### src/hdl/qdm_pkg.sv
// Shared constants and types for the quad driver mode control block
package qdm_pkg;

   // ****************************************************************
   // Serial word layout
   // ****************************************************************
   localparam int          WORD_WIDTH     = 8;
   localparam int          CHAN_COUNT     = 4;
   localparam int          BIT_CH1_EN     = 7;   // Channels 2..4 follow downward to bit 4
   localparam int          BIT_CH4_EN     = 4;
   localparam int          BIT_LOW_LEAK   = 3;
   localparam int          BIT_TERM_SEL   = 0;

   // ****************************************************************
   // Values after reset and synchroniser depth
   // ****************************************************************
   localparam logic        RST_LOW_LEAK   = 1'b1;
   localparam logic        RST_TERM_SEL   = 1'b0;
   localparam logic [7:0]  RST_SHIFT_WORD = 8'h00;
   localparam int          SYNC_STAGES    = 2;

   // Per-channel output selection
   typedef enum logic [2:0] {
      MODE_LOW_LEAK,
      MODE_DRIVE_HIGH,
      MODE_DRIVE_LOW,
      MODE_TERM,
      MODE_HIGH_Z
   } qdm_mode_e;

endpackage

### src/hdl/qdm_sync.sv
// Two-flop synchroniser bank for pins entering the clk domain
`timescale 1ns/1ps
`default_nettype none

module qdm_sync #(
   parameter int         WIDTH     = 1,
   parameter logic [0:0] RESET_VAL = 1'b0
) (
   input  wire logic             clk,
   input  wire logic             rst,
   input  wire logic [WIDTH-1:0] d,
   output var  logic [WIDTH-1:0] q
);

   logic [WIDTH-1:0] meta;

   // A bank of no bits cannot be built
   if (WIDTH < 1) begin : g_bad_width
      $error("qdm_sync: WIDTH must be at least one");
   end

   // First stage feeds only the second stage
   always_ff @(posedge clk) begin
      if (rst) begin
         meta <= {WIDTH{RESET_VAL}};
         q    <= {WIDTH{RESET_VAL}};
      end else begin
         meta <= d;
         q    <= meta;
      end
   end

endmodule

`default_nettype wire

### src/hdl/qdm_top.sv
// Serial control port and per-channel output mode logic of the quad driver
`timescale 1ns/1ps
`default_nettype none

// Operation
// - Eight-bit shift register, MSB first
// - Latch word only when chip select rises
// - D7..D4 enable channels one to four
// - Two latched bits per channel
// - D3 selects low-leakage for enabled channels
// - D0 selects termination for enabled channels
// - D2 and D1 ignored
// - Power-up: enables, term zero; leak one
// - Reset pin forces leak, keeps others
// - Mux selects high, low or termination
// - Drive mode follows level select
// - Receive mode: termination or high impedance
// - Low-leakage overrides all other inputs
// - Low-leakage held per channel
// - Reset pin asynchronous, active low
// - Chip select low frames a transfer
// - Serial clock times shifting
module qdm_top
   import qdm_pkg::*;
#(
   parameter int NUM_CH = CHAN_COUNT
) (
   input  wire logic              clk,
   input  wire logic              rst,
   input  wire logic              ser_rst_n,
   input  wire logic              cs_n,
   input  wire logic              sclk,
   input  wire logic              din,
   input  wire logic [NUM_CH-1:0] level_select_in_n,
   input  wire logic [NUM_CH-1:0] receive_select_in,
   output var  qdm_mode_e         channel_output [NUM_CH]
);

   // ****************************************************************
   // Parameter check
   // ****************************************************************
   // The word layout fixes the channel count
   if (NUM_CH != CHAN_COUNT || BIT_CH1_EN - BIT_CH4_EN + 1 != NUM_CH) begin : g_bad_ch
      $error("qdm_top: NUM_CH must equal the channel count of the word");
   end

   // ****************************************************************
   // Pin synchronisers
   // ****************************************************************
   logic              cs_n_s;
   logic              sclk_s;
   logic              din_s;
   logic [NUM_CH-1:0] level_n_s;
   logic [NUM_CH-1:0] rcv_s;
   logic              sclk_d;
   logic              cs_n_d;
   logic              sclk_rise;
   logic              cs_rise;
   logic              leak_rst_meta_n;
   logic              leak_rst_n;

   // Chip select idles high so no frame is seen during reset
   qdm_sync #(.WIDTH(1), .RESET_VAL(1'b1)) u_sync_cs (
      .clk (clk),
      .rst (rst),
      .d   (cs_n),
      .q   (cs_n_s)
   );

   // Data and clock share one bank so they keep equal latency
   qdm_sync #(.WIDTH(2 + 2 * NUM_CH), .RESET_VAL(1'b0)) u_sync_data (
      .clk (clk),
      .rst (rst),
      .d   ({sclk, din, level_select_in_n, receive_select_in}),
      .q   ({sclk_s, din_s, level_n_s, rcv_s})
   );

   // Pin reset asserts at once but releases on clk, so no latch leaves it mid-edge
   always_ff @(posedge clk or negedge ser_rst_n) begin
      if (!ser_rst_n) begin
         leak_rst_meta_n <= 1'b0;
         leak_rst_n      <= 1'b0;
      end else begin
         leak_rst_meta_n <= 1'b1;
         leak_rst_n      <= leak_rst_meta_n;
      end
   end

   // Edge history of synchronised serial pins
   always_ff @(posedge clk) begin
      if (rst) begin
         sclk_d <= 1'b0;
         cs_n_d <= 1'b1;
      end else begin
         sclk_d <= sclk_s;
         cs_n_d <= cs_n_s;
      end
   end

   assign sclk_rise = sclk_s && !sclk_d;
   assign cs_rise   = cs_n_s && !cs_n_d;

   // ****************************************************************
   // Serial shift register
   // ****************************************************************
   logic [WORD_WIDTH-1:0] shift_word;

   // MSB enters first and walks up; clock ignored outside a frame
   always_ff @(posedge clk) begin
      if (rst) begin
         shift_word <= RST_SHIFT_WORD;
      end else if (sclk_rise && !cs_n_s) begin
         shift_word <= {shift_word[WORD_WIDTH-2:0], din_s};
      end
   end

   // ****************************************************************
   // Channel latches and output decode
   // ****************************************************************
   logic [NUM_CH-1:0] low_leak_bit;
   logic [NUM_CH-1:0] term_select_bit;
   qdm_mode_e         next_mode [NUM_CH];

   for (genvar ch = 0; ch < NUM_CH; ch++) begin : g_ch
      logic chan_write_en;

      // Word taken as it stands at chip select rise, whatever the count
      assign chan_write_en = cs_rise && shift_word[BIT_CH1_EN - ch];

      // Low-leakage: async pin reset forces it, nothing else is touched
      // Release lags the pin by two clocks; a word latched then leaves low-leakage set
      always_ff @(posedge clk or negedge leak_rst_n) begin
         if (!leak_rst_n) begin
            low_leak_bit[ch] <= RST_LOW_LEAK;
         end else if (rst) begin
            low_leak_bit[ch] <= RST_LOW_LEAK;
         end else if (chan_write_en) begin
            low_leak_bit[ch] <= shift_word[BIT_LOW_LEAK];
         end
      end

      // Termination select; D2 and D1 are never looked at
      always_ff @(posedge clk) begin
         if (rst) begin
            term_select_bit[ch] <= RST_TERM_SEL;
         end else if (chan_write_en) begin
            term_select_bit[ch] <= shift_word[BIT_TERM_SEL];
         end
      end

      // Output selection from latched bits and fast inputs
      always_comb begin
         if (low_leak_bit[ch]) begin
            next_mode[ch] = MODE_LOW_LEAK;
         end else if (!rcv_s[ch]) begin
            next_mode[ch] = level_n_s[ch] ? MODE_DRIVE_LOW : MODE_DRIVE_HIGH;
         end else begin
            next_mode[ch] = term_select_bit[ch] ? MODE_TERM : MODE_HIGH_Z;
         end
      end

      // Registered so the output pin code never glitches
      always_ff @(posedge clk) begin
         if (rst) begin
            channel_output[ch] <= MODE_LOW_LEAK;
         end else begin
            channel_output[ch] <= next_mode[ch];
         end
      end
   end

   // ****************************************************************
   // Checks
   // ****************************************************************
   a_shift_msb_first: assert property (@(posedge clk) disable iff (rst)
      (sclk_rise && !cs_n_s) |=> shift_word == {$past(shift_word[6:0]), $past(din_s)})
      else $error("shift register did not take data at bit 0");

   a_clock_ignored: assert property (@(posedge clk) disable iff (rst)
      (cs_n_s || !sclk_rise) |=> $stable(shift_word))
      else $error("shift register moved outside a frame");

   a_latch_ch1: assert property (@(posedge clk) disable iff (rst || !leak_rst_n)
      (cs_rise && shift_word[7]) |=> low_leak_bit[0] == $past(shift_word[3])
                                  && term_select_bit[0] == $past(shift_word[0]))
      else $error("enabled channel one did not take new bits");

   a_latch_ch4: assert property (@(posedge clk) disable iff (rst || !leak_rst_n)
      (cs_rise && shift_word[4]) |=> low_leak_bit[3] == $past(shift_word[3])
                                  && term_select_bit[3] == $past(shift_word[0]))
      else $error("enabled channel four did not take new bits");

   a_leak_per_chan: assert property (@(posedge clk) disable iff (rst || !leak_rst_n)
      (cs_rise && shift_word[6] && !shift_word[5]) |=> $stable(low_leak_bit[2]))
      else $error("low-leakage of a disabled channel followed another");

   a_keep_disabled: assert property (@(posedge clk) disable iff (rst || !leak_rst_n)
      !(cs_rise && shift_word[4]) |=> $stable(low_leak_bit[3]) && $stable(term_select_bit[3]))
      else $error("channel four changed without its enable");

   a_no_early_latch: assert property (@(posedge clk) disable iff (rst)
      !cs_rise |=> $stable(term_select_bit))
      else $error("termination bits changed without chip select rise");

   a_pin_reset_leak: assert property (@(posedge clk) disable iff (rst)
      !ser_rst_n |-> low_leak_bit == {NUM_CH{1'b1}})
      else $error("reset pin did not force low-leakage");

   a_release_held: assert property (@(posedge clk) disable iff (rst)
      !leak_rst_n |-> low_leak_bit == {NUM_CH{1'b1}})
      else $error("low-leakage let go before reset release finished");

   a_reset_outputs: assert property (@(posedge clk)
      rst |=> channel_output[0] == MODE_LOW_LEAK && channel_output[3] == MODE_LOW_LEAK)
      else $error("outputs not in low-leakage after reset");

   a_leak_overrides: assert property (@(posedge clk) disable iff (rst)
      low_leak_bit[1] |=> channel_output[1] == MODE_LOW_LEAK)
      else $error("low-leakage channel not in low-leakage mode");

   a_drive_level: assert property (@(posedge clk) disable iff (rst)
      (!low_leak_bit[2] && !rcv_s[2]) |=>
         channel_output[2] == ($past(level_n_s[2]) ? MODE_DRIVE_LOW : MODE_DRIVE_HIGH))
      else $error("drive mode does not follow level select");

   a_receive_term: assert property (@(posedge clk) disable iff (rst)
      (!low_leak_bit[0] && rcv_s[0]) |=>
         channel_output[0] == ($past(term_select_bit[0]) ? MODE_TERM : MODE_HIGH_Z))
      else $error("receive mode does not follow termination select");

   a_reset_values: assert property (@(posedge clk)
      rst |=> low_leak_bit == {NUM_CH{1'b1}} && term_select_bit == '0)
      else $error("latch values after reset wrong");

endmodule

`default_nettype wire

### config.mk
export PLATFORM = sky130hd
export DESIGN_NAME = qdm_top
export DESIGN_NICKNAME = d
export VERILOG_FILES = /design/src/hdl/qdm_pkg.sv /design/src/hdl/qdm_sync.sv /design/src/hdl/qdm_top.sv
export SDC_FILE = /design/constraint.sdc
export NUM_CORES = 1
export LEC_CHECK = 0
export BUFFER_PORTS_ARGS = -buffer_cell sky130_fd_sc_hd__buf_2
export CORE_ASPECT_RATIO = 0.6
export CORE_UTILIZATION = 50
export CTS_BUF_LIST = sky130_fd_sc_hd__clkbuf_16
export DETAILED_ROUTE_END_ITERATION = 16
export PLACE_DENSITY = 0.71
export SETUP_SLACK_MARGIN = 0.3
export SLEW_MARGIN = 10
export SYNTH_ARGS = -nofsm -noshare
export SYNTH_HDL_FRONTEND = slang
export SYNTH_SLANG_ARGS = --single-unit
### constraint.sdc
create_clock -name clk -period 0.8 [get_ports clk]
set_input_delay 0.16 -clock clk [delete_from_list [all_inputs] [get_ports clk]]
set_output_delay 0.16 -clock clk [all_outputs]
set_load 0.1 [all_outputs]
==> Word level (Yosys, flattened, before mapping) <==
Index checks and enable logic that the tools add are counted.
{ "totals": {"inputBits": 14, "out_inout_bits": 12, "wordCells": 59, "register_bits": 54} }
{ "classes": {"mux": 20, "reduce_logical": 18} }
{ "op_table": {"columns": ["operator", "n"], "rows": [
  ["3-bit 2-to-1 mux", 8],
  ["1-bit 2-to-1 mux", 8],
  ["2-bit 2-to-1 mux", 4],
  ["2-bit nonzero test", 4],
  ["2-bit OR reduction", 4],
  ["1-bit logical AND", 7],
  ["1-bit zero test", 3]
]} }

==> Longest topological paths before layout <==
{ "logic_depth": {"depth_word": 5, "mapped_depth": 3, "depth_no_buf": 2} }

==> Hierarchy <==
Synthesis repeated with hierarchy kept, for this count alone.
{ "unflattened": {"hier_cells": 147, "area_unflattened_um2": 1848.0} }
{ "modules_own_cells": {"columns": ["mod", "area_each_um2", "cells_each", "n_inst"], "rows": [
  ["qdm_top", 1177.4, 101, 1],
  ["qdm_sync (u_sync_data)", 618.1, 42, 1],
  ["qdm_sync (u_sync_cs)", 52.6, 4, 1]
]} }

==> Worst setup path before layout <==
OpenSTA, ideal clock, no wires.
{ "synth_timing": {"path_type": "register -> output", "from": "reg channel_output[0] (netlist bit)", "to": "out channel_output[0] (netlist bit)", "setup_slack_ns": -0.269, "arrival_ns": 0.909, "n_path_buf": 0, "stages_incl_launch_ff": 1, "path_cell_list": "dfxtp_1"} }
{ "synth_lines": {"columns": ["item", "line", "text"], "rows": [
  ["from (decl)", "qdm_top.sv:36", "output var qdm_mode_e channel_output [NUM_CH]"],
  ["from (signal, indexed assignment)", "qdm_top.sv:167", "channel_output[ch] <= next_mode[ch];"]
]} }
No word-level cell between the ends.

==> Worst setup path in the final report <==
{ "layout_timing": {"from": "reg channel_output[11] (netlist bit)", "to": "out channel_output[11] (netlist bit)"} }
No word-level cell between the ends.

==> impl_metrics.toml <==
[place]
placed_area_um2 = 2280
portBuffers = 25
dpl.hpwl_um = 2120
pre_cts_slack_ns = -0.180
routabilityCongestion = 0.689

[cts]
htreeDepth = 2
cts_buffers = 5
clockBufferDepth = 2
cts_tree = "built"
clk_pin_slew_worst_paths_ns = 0.06
cts.sinks = 54
ctsRootBufferMaster = "clkbuf_16"
clkLatencyLatePin_ns = 0.29

[timing]
finalMaxSlewViolations = 0
post-route-min-period_ns = 0.970
setup-violations-final = 37
hold_viol = 0
setup_ws_ns = -0.170
post-route-period-util_pct = 121
max_freq_mhz = 1030
rsz0062_at_grt = "true"
setup_tns_ns = -4.22
fin_skew_ns = 0.00571

[power]
peakVddDrop_mv = 1.57
leakagePower_nw = 1.04
cellPowerDensity_nw_per_um2 = 1910

[route]
firstDrtPassIters = 4
avgViaCountPerCell = 4.88
vias = 1156
drtAntennaViolNets = 0
finalWirelength_um = 3700
post_drt_wl_per_cell_um = 15.6
remaining_drc_errors = 0
first_iter_violations = 64

[yosys]
synth_area_leaders = "dfxtp_1, mux2i_1, nor2b_1"
synth.avg_cell_area_um2 = 12.1
syn_area_um2 = 1800
ys_seq_area_share_pct = 62.1
synthesis.nets = 162
ys_ff_latch = 54
synth.distinct_cells = 19
syn-instance-count = 148
synth.largest_area_cell = "dfxtp_1"
yosys_warnings = 0
yosys.area.top_type_share_pct = 53.4

[final_layout]
final_common_cell = "dfxtp_1"
final_cell_mix = "dfxtp_1, mux2i_1, dfxtp_2"
drive_above_1_share_pct = 53.1
diodes = 0
stdcell_area_um2 = 2650
synthToLayoutAreaGrowth_pct = 47.2
nets = 205

[critical_path]
critPathMaxStageDelay_ns = 0.36
worstSetupStartpointType = "flop"
required_ns = 0.64
slowest_stage = "dfxtp_4"
setup.worst_path.class = "flop to output pin"
critical_path.cell_chain = "buf_12"
path_buf_inv = 1
path_max_fanout = 1
critPathTopFamily = "flip-flops"
cp-end-kind = "output pin"
arrival_ns = 0.81

[floorplanning]
rows = 16
io_pins = 26
core-area_um2 = 3340
die-area_um2 = 3850
die_h_um = 48.5
dieWidth_um = 79.4
initial_core_util_pct = 53.8

[global_route]
grt_pass1_wl_um = 5460
grt_max_degree = 16
grt_pass1_vias = 1196
grt.total_usage_pct = 19.3
antenna_found_initial = 0
gr-total-overflow = 0

[job]
cap_violations = 0

[min_path]
hold_class = "input port to flop"

[status]
status = "complete, but fails checks"
violations = "setup timing"
per-stage QoR:
stage	cells	hold slack [ns]	total power (W)	utilization [%]
2_1_floorplan	148	-0.136	0.00291	-
3_3_place_gp	222	-0.0543	0.00298	68.3
3_5_place_dp	222	-0.0476	0.00300	68.3
4_1_cts	234	0.0696	0.00502	76.0
5_1_grt	237	0.0645	0.00522	79.2
6_report	237	0.0742	0.00505	79.2
cell type report:
| type | instances | area (µm²) |
|---|---|---|
| sequential | 54 | 1180 |
| multi-input combinational | 84 | 752 |
| fill | 182 | 697 |
| timing repair buffer | 42 | 507 |
| clock buffer | 5 | 125 |
| tap | 45 | 56.3 |
| inverter | 4 | 15.0 |
| clock inverter | 3 | 12.5 |
where the power goes:
part / internal (W) / switching, W
sequential: 0.00272 / 0.0000357
clock: 0.00113 / 0.000902
combinational: 0.000152 / 0.000105
Yosys cell counts:
| cell | instances |
|---|---|
| nor2b_1 | 25 |
| mux2i_1 | 18 |
| nor3b_2 | 1 |
| or2_1 | 3 |
| o21a_1 | 2 |
| dfstp_2 | 4 |
| and3_1 | 2 |
| nor3_1 | 2 |
| dfxtp_1 | 48 |
| nor2_1 | 5 |
| dfrtp_1 | 2 |
| buf_2 | 4 |
| a2111oi_2 | 4 |
| nand2b_1 | 13 |
| and2_1 | 4 |
| buf_6 | 2 |
| conb_1 | 1 |
| inv_1 | 4 |
| nand3b_1 | 4 |
registers in the layout (all words and copies together), names as in the netlist:
| name | flops |
|---|---|
| term_select_bit | 4 |
| u_sync_data.q | 10 |
| channel_output | 12 |
| low_leak_bit | 4 |
| u_sync_cs.meta | 1 |
| cs_n_d | 1 |
| u_sync_cs.q | 1 |
| leak_rst_meta_n | 1 |
| leak_rst_n | 1 |
| shift_word | 8 |
| u_sync_data.meta | 10 |
| sclk_d | 1 |
what timing repair did:
action,CTS,global route
hold endpoints to repair,2,0
pin swaps,6,3
buffers inserted,3,2
resized for setup,27,17
hold buffers,1,0
cloned,0,1
endpoints found under the setup margin,59,59
worst reg2reg max path, delay by kind of cell, from the launching register on:
family | cells | cell delay (ns)
mux | 1 | 0.21
simple gates | 1 | 0.19
buf+inv | 1 | 0.17
flops | 1 | 0.32
layer usage:
layer	vias up	share of wire (%)	GRT usage, %
met5	-	0	0
met4	0	0.51	9.09
met3	2	3.8	5.09
met2	23	53	33.5
met1	566	43	22.1
li1	565	-	-
path summary, 6_finish.rpt:
path / from / endpoint / slack (ns) / depth (start not counted)
setup / recovery: channel_output[11] / channel_output[11] / -0.17 / 1
hold / removal: cs_n / u_sync_cs.meta / 0.07 / 2
setup reg to reg: sclk_d / shift_word[1] / -0.17 / 3
hold reg to reg: leak_rst_n / low_leak_bit[1] / 0.31 / 0
max in group asynchronous: leak_rst_n / low_leak_bit[0] / 0.46 / 0
min in group asynchronous: ser_rst_n / leak_rst_meta_n / 0.19 / 2
logic make-up after synthesis:
group           count (synthesis)  synth area share, %
compound gates                  6                 4.18
buf+inv                        10                 3.20
simple gates                   59                 20.3
flops                          54                 62.1
mux                            18                 10.0
other cells                     1                0.209
Power figures use the tool's default switching activity.
